## src/acs_pkg.sv

```systemverilog
package acs_pkg;
    // Register byte offsets on the Wishbone bus
    localparam logic [3:0] ADR_GP_BASE_LOW = 4'h0;
    localparam logic [3:0] ADR_GP_BASE_HIGH = 4'h4;
    localparam logic [3:0] ADR_SUPPORT = 4'h8;
    localparam logic [3:0] ADR_IRQ_STATUS = 4'hc;
    localparam logic [3:0] ADR_IRQ_MASK = 4'h0;
    localparam logic [3:0] ADR_PM1_EVT = 4'h4;
    localparam logic [1:0] PAGE_MAIN = 2'h0;
    localparam logic [1:0] PAGE_AUX = 2'h1;
    localparam logic [7:0] RESET_BYTE = 8'h00;
    // Read-only low bits of the low base register
    localparam logic [7:0] GP_LOW_RO_MASK = 8'h0f;
    // Support register fields
    localparam int SUP_SLP_STS = 0;
    localparam int SUP_SLP_EN = 1;
    localparam int SUP_GL_STS = 2;
    localparam int SUP_GL_EN = 3;
    localparam int SUP_BIOS_REL = 4;
    localparam int SUP_SMI_STS = 5;
    localparam int SUP_SMI_EN = 6;
    localparam int SUP_PM1_MASK = 7;
    // Writable (non-sticky, non-strobe) support bits
    localparam logic [7:0] SUP_RW_MASK = 8'hca;
    // Sticky bits in the support register
    localparam logic [7:0] SUP_STICKY_MASK = 8'h25;
    // PM1 event register view fields
    localparam int PM1_TMR_STS = 0;
    localparam int PM1_TMR_EN = 1;
    localparam int PM1_RTC_STS = 2;
    localparam int PM1_RTC_EN = 3;
    localparam int PM1_WAK_STS = 4;
    localparam int PM1_GBL_STS = 5;
    localparam logic [7:0] PM1_DEFINED = 8'h3f;
    localparam logic [7:0] PM1_MASK_KEEP = 8'h1c;
    localparam logic [7:0] PM1_TMR_BITS = 8'h03;
    // Interrupt status bit positions
    localparam int IRQ_SLP = 0;
    localparam int IRQ_GL = 1;
    localparam int IRQ_SMI = 2;
    localparam int NUM_IRQ = 3;
endpackage

```

## src/acs_regs.sv

```systemverilog
// Notes on behaviour
// - Low base keeps address bits 7-0; bits 3-0 read-only; resets to zero.
// - High base keeps address bits 15-8, read/write, resets to zero.
// - Reset clears every support register bit.
// - Sleep status sets on sleep-enable write of one; cleared by writing one.
// - Sleep enable routes sleep status to power-event pin; else ignored.
// - Global lock status sets on lock-release write; cleared by writing one.
// - Global lock enable clear means its status is ignored for the pin.
// - Writing one to BIOS release sets PM1 global lock status.
// - Writing zero to BIOS release changes nothing.
// - SMI command status sets on any SMI command write; write one clears.
// - SMI enable routes SMI status to the pin; else ignored.
// - Mask bit leaves only RTC, wake and timer bits working; others read zero.
// - Mask bit never touches timer bits; they follow the timer clock enable.
// - With timer clock off, timer status and enable read zero, read-only.
`timescale 1ns/100ps
`default_nettype none
module acs_regs (
    // System
    input wire logic clk,
    input wire logic rst,
    // Wishbone slave
    input wire logic cyc_i,
    input wire logic stb_i,
    input wire logic we_i,
    input wire logic [5:0] adr_i,
    input wire logic [3:0] sel_i,
    input wire logic [31:0] dat_i,
    output logic [31:0] dat_o,
    output logic ack_o,
    // Fixed-register events, same clock
    input wire logic slp_en_write_one,
    input wire logic gl_release_write_one,
    input wire logic smi_cmd_write,
    // Timer clock enable from power control three
    input wire logic pm_timer_clk_en,
    // PM1 event hardware set strobes
    input wire logic [7:0] pm1_evt_set,
    // Outputs
    output logic power_event_req,
    output logic pm1_gbl_sts_set,
    output logic [7:0] pm1_evt_en_view,
    output logic [15:0] gp_status_base,
    output logic irq
);
    logic [7:0] gp_status_base_low_q;
    logic [7:0] gp_status_base_high_q;
    logic [7:0] acpi_support_flags_q;
    logic [7:0] pm1_evt_q;
    logic [7:0] irq_mask_q;
    logic [acs_pkg::NUM_IRQ-1:0] irq_sts;
    logic [2:0] sup_sticky;
    logic acc;
    logic wr;
    logic [7:0] wb;
    logic [7:0] pm1_func;
    logic [7:0] pm1_view;
    logic [7:0] pm1_evt_d;
    logic [acs_pkg::NUM_IRQ-1:0] evt;
    logic pend;

    // Decode a register select from page and offset
    function automatic logic hit(input logic [5:0] a, input logic [1:0] pg,
                                 input logic [3:0] off);
        hit = (a[5:4] == pg) && (a[3:0] == off);
    endfunction

    assign acc = cyc_i && stb_i && !ack_o;
    // Writes land at the edge where the master samples ack high
    assign wr = cyc_i && stb_i && ack_o && we_i && sel_i[0];
    assign wb = dat_i[7:0];
    assign evt = {smi_cmd_write, gl_release_write_one, slp_en_write_one};

    // Functional PM1 event bits under mask and timer clock enable
    always_comb begin
        pm1_func = acs_pkg::PM1_DEFINED;
        if (acpi_support_flags_q[acs_pkg::SUP_PM1_MASK]) begin
            pm1_func = acs_pkg::PM1_MASK_KEEP | acs_pkg::PM1_TMR_BITS;
        end
        if (!pm_timer_clk_en) begin
            pm1_func = pm1_func & ~acs_pkg::PM1_TMR_BITS;
        end
    end
    assign pm1_view = pm1_evt_q & pm1_func;

    // Bus acknowledge: one cycle after request, dropped next cycle
    always_ff @(posedge clk) begin
        if (rst) begin
            ack_o <= 1'b0;
        end else begin
            ack_o <= acc;
        end
    end

    // Read data
    always_ff @(posedge clk) begin
        if (rst) begin
            dat_o <= '0;
        end else if (acc && !we_i) begin
            dat_o <= '0;
            if (hit(adr_i, acs_pkg::PAGE_MAIN, acs_pkg::ADR_GP_BASE_LOW))
                dat_o[7:0] <= gp_status_base_low_q;
            if (hit(adr_i, acs_pkg::PAGE_MAIN, acs_pkg::ADR_GP_BASE_HIGH))
                dat_o[7:0] <= gp_status_base_high_q;
            if (hit(adr_i, acs_pkg::PAGE_MAIN, acs_pkg::ADR_SUPPORT))
                dat_o[7:0] <= acpi_support_flags_q;
            if (hit(adr_i, acs_pkg::PAGE_MAIN, acs_pkg::ADR_IRQ_STATUS))
                dat_o[acs_pkg::NUM_IRQ-1:0] <= irq_sts;
            if (hit(adr_i, acs_pkg::PAGE_AUX, acs_pkg::ADR_IRQ_MASK))
                dat_o[7:0] <= irq_mask_q;
            if (hit(adr_i, acs_pkg::PAGE_AUX, acs_pkg::ADR_PM1_EVT))
                dat_o[7:0] <= pm1_view;
        end
    end

    // Base address registers
    always_ff @(posedge clk) begin
        if (rst) begin
            gp_status_base_low_q <= acs_pkg::RESET_BYTE;
            gp_status_base_high_q <= acs_pkg::RESET_BYTE;
        end else if (wr) begin
            if (hit(adr_i, acs_pkg::PAGE_MAIN, acs_pkg::ADR_GP_BASE_LOW))
                gp_status_base_low_q <= wb & ~acs_pkg::GP_LOW_RO_MASK;
            if (hit(adr_i, acs_pkg::PAGE_MAIN, acs_pkg::ADR_GP_BASE_HIGH))
                gp_status_base_high_q <= wb;
        end
    end

    // Sticky support flags: sleep, global lock, SMI command
    acs_sticky #(.W(3)) u_sup_sticky (
        .clk(clk),
        .rst(rst),
        .set({smi_cmd_write, gl_release_write_one, slp_en_write_one}),
        .clr({3{wr && hit(adr_i, acs_pkg::PAGE_MAIN, acs_pkg::ADR_SUPPORT)}}
             & {wb[acs_pkg::SUP_SMI_STS], wb[acs_pkg::SUP_GL_STS],
                wb[acs_pkg::SUP_SLP_STS]}),
        .flag_q(sup_sticky)
    );

    // Support register: enables and mask are plain read/write
    always_ff @(posedge clk) begin
        if (rst) begin
            acpi_support_flags_q <= acs_pkg::RESET_BYTE;
        end else begin
            if (wr && hit(adr_i, acs_pkg::PAGE_MAIN, acs_pkg::ADR_SUPPORT)) begin
                acpi_support_flags_q <= (wb & acs_pkg::SUP_RW_MASK)
                    | (acpi_support_flags_q & acs_pkg::SUP_STICKY_MASK);
            end
            acpi_support_flags_q[acs_pkg::SUP_SLP_STS] <= sup_sticky[0];
            acpi_support_flags_q[acs_pkg::SUP_GL_STS] <= sup_sticky[1];
            acpi_support_flags_q[acs_pkg::SUP_SMI_STS] <= sup_sticky[2];
            acpi_support_flags_q[acs_pkg::SUP_BIOS_REL] <= 1'b0;
        end
    end

    // BIOS release: a one pulses global lock status set, zero does nothing
    always_ff @(posedge clk) begin
        if (rst) begin
            pm1_gbl_sts_set <= 1'b0;
        end else begin
            pm1_gbl_sts_set <= wr && wb[acs_pkg::SUP_BIOS_REL]
                && hit(adr_i, acs_pkg::PAGE_MAIN, acs_pkg::ADR_SUPPORT);
        end
    end

    // PM1 event bits: masked write first, then every set is ORed in
    always_comb begin
        pm1_evt_d = pm1_evt_q;
        if (wr && hit(adr_i, acs_pkg::PAGE_AUX, acs_pkg::ADR_PM1_EVT)) begin
            pm1_evt_d = (pm1_evt_q & ~pm1_func) | (wb & pm1_func);
        end
        if (pm1_gbl_sts_set) begin
            pm1_evt_d[acs_pkg::PM1_GBL_STS] = 1'b1;
        end
        pm1_evt_d = pm1_evt_d | (pm1_evt_set & acs_pkg::PM1_DEFINED);
    end
    always_ff @(posedge clk) begin
        if (rst) begin
            pm1_evt_q <= acs_pkg::RESET_BYTE;
        end else begin
            pm1_evt_q <= pm1_evt_d;
        end
    end

    always_ff @(posedge clk) begin
        if (rst) begin
            pm1_evt_en_view <= acs_pkg::RESET_BYTE;
        end else begin
            pm1_evt_en_view <= pm1_view;
        end
    end

    // Power-event request pin
    always_comb begin
        pend = (sup_sticky[0] && acpi_support_flags_q[acs_pkg::SUP_SLP_EN])
            || (sup_sticky[1] && acpi_support_flags_q[acs_pkg::SUP_GL_EN])
            || (sup_sticky[2] && acpi_support_flags_q[acs_pkg::SUP_SMI_EN]);
    end
    always_ff @(posedge clk) begin
        if (rst) begin
            power_event_req <= 1'b0;
        end else begin
            power_event_req <= pend;
        end
    end

    always_ff @(posedge clk) begin
        if (rst) begin
            gp_status_base <= '0;
        end else begin
            gp_status_base <= {gp_status_base_high_q, gp_status_base_low_q};
        end
    end

    // Interrupt status, write-one-to-clear, set wins
    acs_sticky #(.W(acs_pkg::NUM_IRQ)) u_irq_sticky (
        .clk(clk),
        .rst(rst),
        .set(evt),
        .clr({acs_pkg::NUM_IRQ{wr
              && hit(adr_i, acs_pkg::PAGE_MAIN, acs_pkg::ADR_IRQ_STATUS)}}
             & wb[acs_pkg::NUM_IRQ-1:0]),
        .flag_q(irq_sts)
    );

    always_ff @(posedge clk) begin
        if (rst) begin
            irq_mask_q <= acs_pkg::RESET_BYTE;
        end else if (wr && hit(adr_i, acs_pkg::PAGE_AUX, acs_pkg::ADR_IRQ_MASK)) begin
            irq_mask_q <= wb;
        end
    end

    always_ff @(posedge clk) begin
        if (rst) begin
            irq <= 1'b0;
        end else begin
            // A one in the mask blocks that status bit
            irq <= |(irq_sts & ~irq_mask_q[acs_pkg::NUM_IRQ-1:0]);
        end
    end
endmodule
`default_nettype wire

```

## src/acs_sticky.sv

```systemverilog
`timescale 1ns/100ps
`default_nettype none
// Sticky flag: hardware set wins over write-one-to-clear
module acs_sticky #(
    parameter int W = 1
) (
    input wire logic clk,
    input wire logic rst,
    input wire logic [W-1:0] set,
    input wire logic [W-1:0] clr,
    output logic [W-1:0] flag_q
);
    always_ff @(posedge clk) begin
        if (rst) begin
            flag_q <= '0;
        end else begin
            flag_q <= set | (flag_q & ~clr);
        end
    end
endmodule
`default_nettype wire

```

## config.mk

```make
export PLATFORM = sky130hd
export DESIGN_NAME = acs_regs
export DESIGN_NICKNAME = d
export VERILOG_FILES = /design/src/acs_pkg.sv /design/src/acs_regs.sv /design/src/acs_sticky.sv
export SDC_FILE = /design/constraint.sdc
export NUM_CORES = 1
export LEC_CHECK = 0
export BUFFER_PORTS_ARGS = -buffer_cell sky130_fd_sc_hd__buf_2
export CORE_MARGIN = 10
export CORE_UTILIZATION = 52
export CTS_CLUSTER_DIAMETER = 100
export DETAILED_ROUTE_END_ITERATION = 10
export PLACE_DENSITY = 0.83
export SLEW_MARGIN = 20
export SYNTH_ARGS = -nofsm -noshare
export SYNTH_HDL_FRONTEND = slang
export SYNTH_SLANG_ARGS = --single-unit
export TNS_END_PERCENT = 5
```

## constraint.sdc

```tcl
create_clock -name clk -period 4.52 [get_ports clk]
set_input_delay 0.904 -clock clk [delete_from_list [all_inputs] [get_ports clk]]
set_output_delay 0.904 -clock clk [all_outputs]
set_load 0.02 [all_outputs]
```

# --- Word-level counts from Yosys, hierarchy flattened ---
# Cells that the tools add are included.
op_classes:
  n_mux: 10
  reduce_logical: 30
  bitwise: 17
  eq_ne: 4
op_table:
  columns: ["cell", "n"]
  rows:
  - ["8-bit two-way mux", 6]
  - ["1-bit logical AND", 21]
  - ["8-bit by 6-bit AND with 8-bit output", 2]
  - ["8-bit by 6-bit OR with 8-bit output", 2]
  - ["3-bit AND", 5]
  - ["3-bit NOT", 3]
  - ["8-bit AND", 1]
  - ["4-bit equality test, second input constant", 2]
  - ["6-bit NOT with 8-bit output", 1]
  - ["8-bit OR", 1]
  - ["6-bit two-way mux", 1]
  - ["3-bit OR", 2]
  - ["4-bit by 3-bit equality test with 1-bit output, second input constant", 1]
  - ["4-bit zero test", 1]
  - ["2-bit AND reduction", 2]
  - ["3-bit two-way mux", 1]
  - ["3-bit OR reduction", 1]
  - ["2-bit by 1-bit equality test with 1-bit output, second input constant", 1]
  - ["1-bit zero test", 2]
  - ["2-bit zero test", 1]
  - ["1-bit logical OR", 2]
  - ["2-bit two-way mux", 1]
  - ["1-bit two-way mux", 1]
totals:
  output_inout_bits: 60
  word_cells: 77
  input_bits: 59
  reg_bits: 74

# --- Depth between registers and ports, before layout ---
depth:
  depth_word: 9
  depth_mapped: 7
  depth_no_buf: 4

# --- By module ---
# From an unflattened synthesis, not the netlist that was laid out.
hier_totals:
  cells_unflattened: 338
  hier_area_um2: 3046.7
by_module_without_submodules:
  columns: ["mod", "n_inst", "cells_per_inst", "seq_area_each_um2", "area_each_um2"]
  rows:
  - ["acs_regs", 1, 314, 1261.2, 2836.5]
  - ["acs_sticky", 2, 12, 60.1, 105.1]

# --- Least setup slack after synthesis ---
# OpenSTA, ideal clock, no wires.
synth_timing:
  kind: "input to register"
  from: "in adr_i[5]"
  to: "reg u_sup_sticky.flag_q[0]"
  arrival_time_ns: 1.953
  path_stages: 4
  setup_time_ns: 0.132
  path_buffers: 0
  slack_ns: 2.435
  t_required_ns: 4.388
  cell_sequence: "nor4_4 nand4_2 o21ai_0 a21oi_1"
synth_between:
  elab_chain_len: 7
synth_rtl:
  columns: ["element", "line_no", "rtl"]
  rows:
  - ["from (decl)", "acs_regs.sv:26", "input wire logic [5:0] adr_i,"]
  - ["2-bit zero test", "acs_regs.sv:65", "hit = (a[5:4] == pg) && (a[3:0] == off);"]
  - ["1-bit logical AND", "acs_regs.sv:65", null]
  - ["1-bit logical AND", "acs_regs.sv:134", ".clr({3{wr && hit(adr_i, acs_pkg::PAGE_MAIN, acs_pkg::ADR_SUPPORT)}}"]
  - ["3-bit AND", "acs_regs.sv:135", "& {wb[acs_pkg::SUP_SMI_STS], wb[acs_pkg::SUP_GL_STS],"]
  - ["3-bit NOT", "acs_sticky.sv:17", "flag_q <= set | (flag_q & ~clr);"]
  - ["3-bit AND", "acs_sticky.sv:17", null]
  - ["3-bit OR", "acs_sticky.sv:17", null]
  - ["to (signal assigned)", "acs_sticky.sv:17", null]
  - ["to (decl)", "acs_sticky.sv:11", "output logic [W-1:0] flag_q"]
# Every way passes these cells.
# A chain may end at the register's enable or synchronous reset.

# --- Final worst setup path ---
layout_timing:
  from: "in adr_i[2]"
  to: "reg pm1_evt_q[5]"
layout_between:
  elab_chain_len: 6
layout_rtl:
  columns: ["element", "line_no", "rtl"]
  rows:
  - ["4-bit by 3-bit equality test with 1-bit output", "acs_regs.sv:65", null]
  - ["1-bit logical AND", "acs_regs.sv:65", null]
  - ["1-bit logical AND", "acs_regs.sv:169", "if (wr && hit(adr_i, acs_pkg::PAGE_AUX, acs_pkg::ADR_PM1_EVT)) begin"]
  - ["8-bit two-way mux", "acs_regs.sv:169", null]
  - ["1-bit two-way mux", "acs_regs.sv:172", "if (pm1_gbl_sts_set) begin"]
  - ["8-bit by 6-bit OR with 8-bit output", "acs_regs.sv:175", "pm1_evt_d = pm1_evt_d | (pm1_evt_set & acs_pkg::PM1_DEFINED);"]
  - ["to (signal assigned)", "acs_regs.sv:179", "pm1_evt_q <= acs_pkg::RESET_BYTE;"]
  - ["to (signal assigned)", "acs_regs.sv:181", "pm1_evt_q <= pm1_evt_d;"]
  - ["to (decl)", "acs_regs.sv:49", "logic [7:0] pm1_evt_q;"]
# Every way passes these cells.

==> summary.txt <==
Status -> finished, final reports clean
Mapped Cells -> 312
Synth Flop Type -> dfxtp_1
Final worst-path cycle share -> 54.91%
CTS sink cnt -> 69
Final GP Congestion -> 0.8491
Max-cap violations -> 0
HPWL after DPL -> 5305 um
EDFF count, synth -> 0
Detailed Route WL -> 7090 um
Via/cell ratio -> 5.268
Layout Nets -> 426
Starting Density -> 53.82%
Layout cells sized above 1 -> 23.92%
Mapped cell area -> 0.002982 sq mm
Final non-filler cell area -> 0.003371 sq mm
CORE AREA -> 0.005540 sq mm
Startpoint types -> primary input
Commonest cells after routing, fill and taps aside -> dfxtp_1, buf_2, nor2_1, conb_1
# resized after CTS -> 0
Clk_lat worst skew -> 0.34 ns
Largest net degree at the start of global routing -> 62
Metal3 WL -> 645 um
LEAKAGE -> 0.001625 uW
Syn_area_per_cell -> 9.556 sq um
P&R area growth vs syn -> 13.05%
Iter 0 DRT Violations -> 162
Number of global-route vias before repair -> 2344
Clock skew -> 0.004995 ns
Total gr overflow -> 0
Clock tree root buffer cell -> clkbuf_8
DR WL/cell -> 15.97 um
Crit path max fanout -> 16
Final TNS setup -> 0 ns
Seq cells post-synth -> 69
DP Area -> 0.003193 sq mm
Setup Fix Bufs, Post-CTS -> 0
Crit-path slowest cell -> nor2b_1
Largest stage delay, worst path -> 0.61 ns
Die area -> 0.009162 sq mm
Worst-margin pin slew -> 0.6789 ns
DR vias -> 2339
Top sig layer -> met4
Met2 Routed Length -> 3223 um
CP Class -> in2reg
Antenna violations before repair -> 0
TritonCTS clock tree -> done
Yosys warning count -> 0
Hold buffer count at CTS -> 0
DRC Markers -> 0
Port Buf Inserts -> 59
Wl on met1 -> 3032 um
Fillers -> 476
Final hold viol count -> 0
Global-route wire length before repair -> 11090 um
Die Y -> 95.72 um
Crit path capture type -> flop
Pwr Density -> 351.3 mW/mm^2
Ports -> 119
Slew Viols, Final -> 0
CTS buffer count -> 9
Die width -> 95.72 um
Worst EP arrival -> 2.71 ns
First drt pass iteration count -> 5
Final Power -> 1184 uW
Rows -> 27
Max Buffers Root-to-Sink -> 2
Share of synthesized registers carrying an async set or reset -> 0%
Final setup vio count -> 0
Minimum clock period after layout -> 2.482 ns
Synth unique cells -> 50
Post-DRT Antenna Nets -> 0
Antenna cells -> 0
Total GRT Usage -> 15.54%
Worst-path cell chain -> buf_2, nor2b_1, nand4_1, o21a_1, o41a_1
Min-Delay Path Class -> reg2reg
Most common cell after layout, fill and taps aside -> dfxtp_1
Part of the Yosys area used for sequential elements -> 46.33%
H-tree levels -> 3
RSZ-0062 raised after global routing -> no
Maximum vdd drop -> 0.1801 mV
Fmax -> 0.4029 GHz
Critical path required time -> 4.75 ns
Slew headroom -> 54.64%
Clock slew at reported path FFs -> 0.07 ns
## synthesized netlist by cell type (2+ instances only)
library cell   n  share of area, %
dfxtp_1       69                46
nor2_1        38               4.8
buf_4         30               7.6
mux2i_1       21               7.0
nor2b_1       21               4.4
nand2_1       12               1.5
inv_1         11               1.4
clkbuf_1      10               1.3
a21oi_1        8               1.3
o21ai_0        8               1.3
a31oi_1        7               1.5
a22oi_1        6               1.5
nor3_1         6               1.0
and3_1         4              0.84
buf_2          4              0.67
mux2_2         4               1.5
a22o_1         3              0.88
a311oi_1       3              0.88
nand4_1        3              0.63
o22a_1         3              0.88
a211oi_1       2              0.50
a222oi_1       2              0.67
and2_1         2              0.42
and4_2         2              0.67
nand4_2        2              0.84
nor3b_1        2              0.50
nor4_1         2              0.42
o211ai_1       2              0.50
o21a_1         2              0.50
o32a_1         2              0.67
o41ai_1        2              0.59
## layer usage
metal,vias to the layer above,GRT usage [%]
met5,-,0
met4,0,9.705
met3,12,4.669
li1,1151,-
met2,84,24.60
met1,1092,18.07
## critical path, delay by kind of cell
family / cells / cell delay (ns)
and+or+nand+nor: 2 / 0.95
buffers and inverters: 1 / 0.28
AOI/OAI and AO/OA: 2 / 0.58
## cells by family (layout without fill, tap and decap cells)
| group | Yosys count | in the layout | share of synthesized area [%] |
|---|---|---|---|
| buffers and inverters | 57 | 88 | 11.37 |
| AO/OA/AOI/OAI | 55 | 55 | 13.09 |
| other | 1 | 30 | 0.1258 |
| multiplexers | 25 | 25 | 8.560 |
| AND/OR/NAND/NOR | 105 | 105 | 20.52 |
| flip-flops | 69 | 69 | 46.33 |
## area by class of cell
cell class              instances  area [sq um]  area share [%]
flip-flops and latches         69          1381           40.98
multi-input cells             215          1370           40.65
repair buffers                 61         310.3           9.206
clock buffers                  12         155.1           4.603
well taps                      72         90.09           2.673
inverters                      11         41.29           1.225
clock inverters                 4         22.52          0.6682
## sequential cells by signal (all words and copies together) (netlist names)
signal	flops
acpi_support_flags_q	7
u_irq_sticky.flag_q	3
ack_o	1
pm1_gbl_sts_set	1
power_event_req	1
pm1_evt_en_view	6
gp_status_base_high_q	8
irq_mask_q	8
pm1_evt_q	6
gp_status_base	12
irq	1
dat_o	8
gp_status_base_low_q	4
u_sup_sticky.flag_q	3
## per-stage QoR
stage | hold slack [ns] | setup WS, ns | std cells | util, %
2_1_floorplan | 0.4230 | 2.435 | 341 | -
3_3_place_gp | 0.4453 | 1.768 | 428 | 57.63
3_5_place_dp | 0.4469 | 1.696 | 428 | 57.63
4_1_cts | 0.4588 | 2.055 | 444 | 60.84
5_1_grt | 0.4851 | 1.932 | 444 | 60.84
6_report | 0.4588 | 2.038 | 444 | 60.84
## where the power goes
group / total [uW] / leakage (uW) / internal (uW) / switching [uW]
Combinational: 108 / 0.000971 / 32.1 / 76.0
Clock: 447 / 0.0000921 / 226 / 221
Sequential: 629 / 0.000562 / 622 / 7.70
Total: 1180 / 0.00162 / 880 / 304
## final timing paths
kind	startpoint	to	slack (ns)	cells after the start
min	gp_status_base_high_q[4]$_SDFFE_PP0P_	gp_status_base[12]$_SDFF_PP0_	0.46	2
min reg2reg	gp_status_base_high_q[4]$_SDFFE_PP0P_	gp_status_base[12]$_SDFF_PP0_	0.46	2
max reg2reg	ack_o$_SDFF_PP0_	dat_o[6]$_SDFFE_PP0P_	2.79	4
max	adr_i[2]	pm1_evt_q[5]$_SDFF_PP0_	2.04	5
Power figures use the tool's default switching activity.
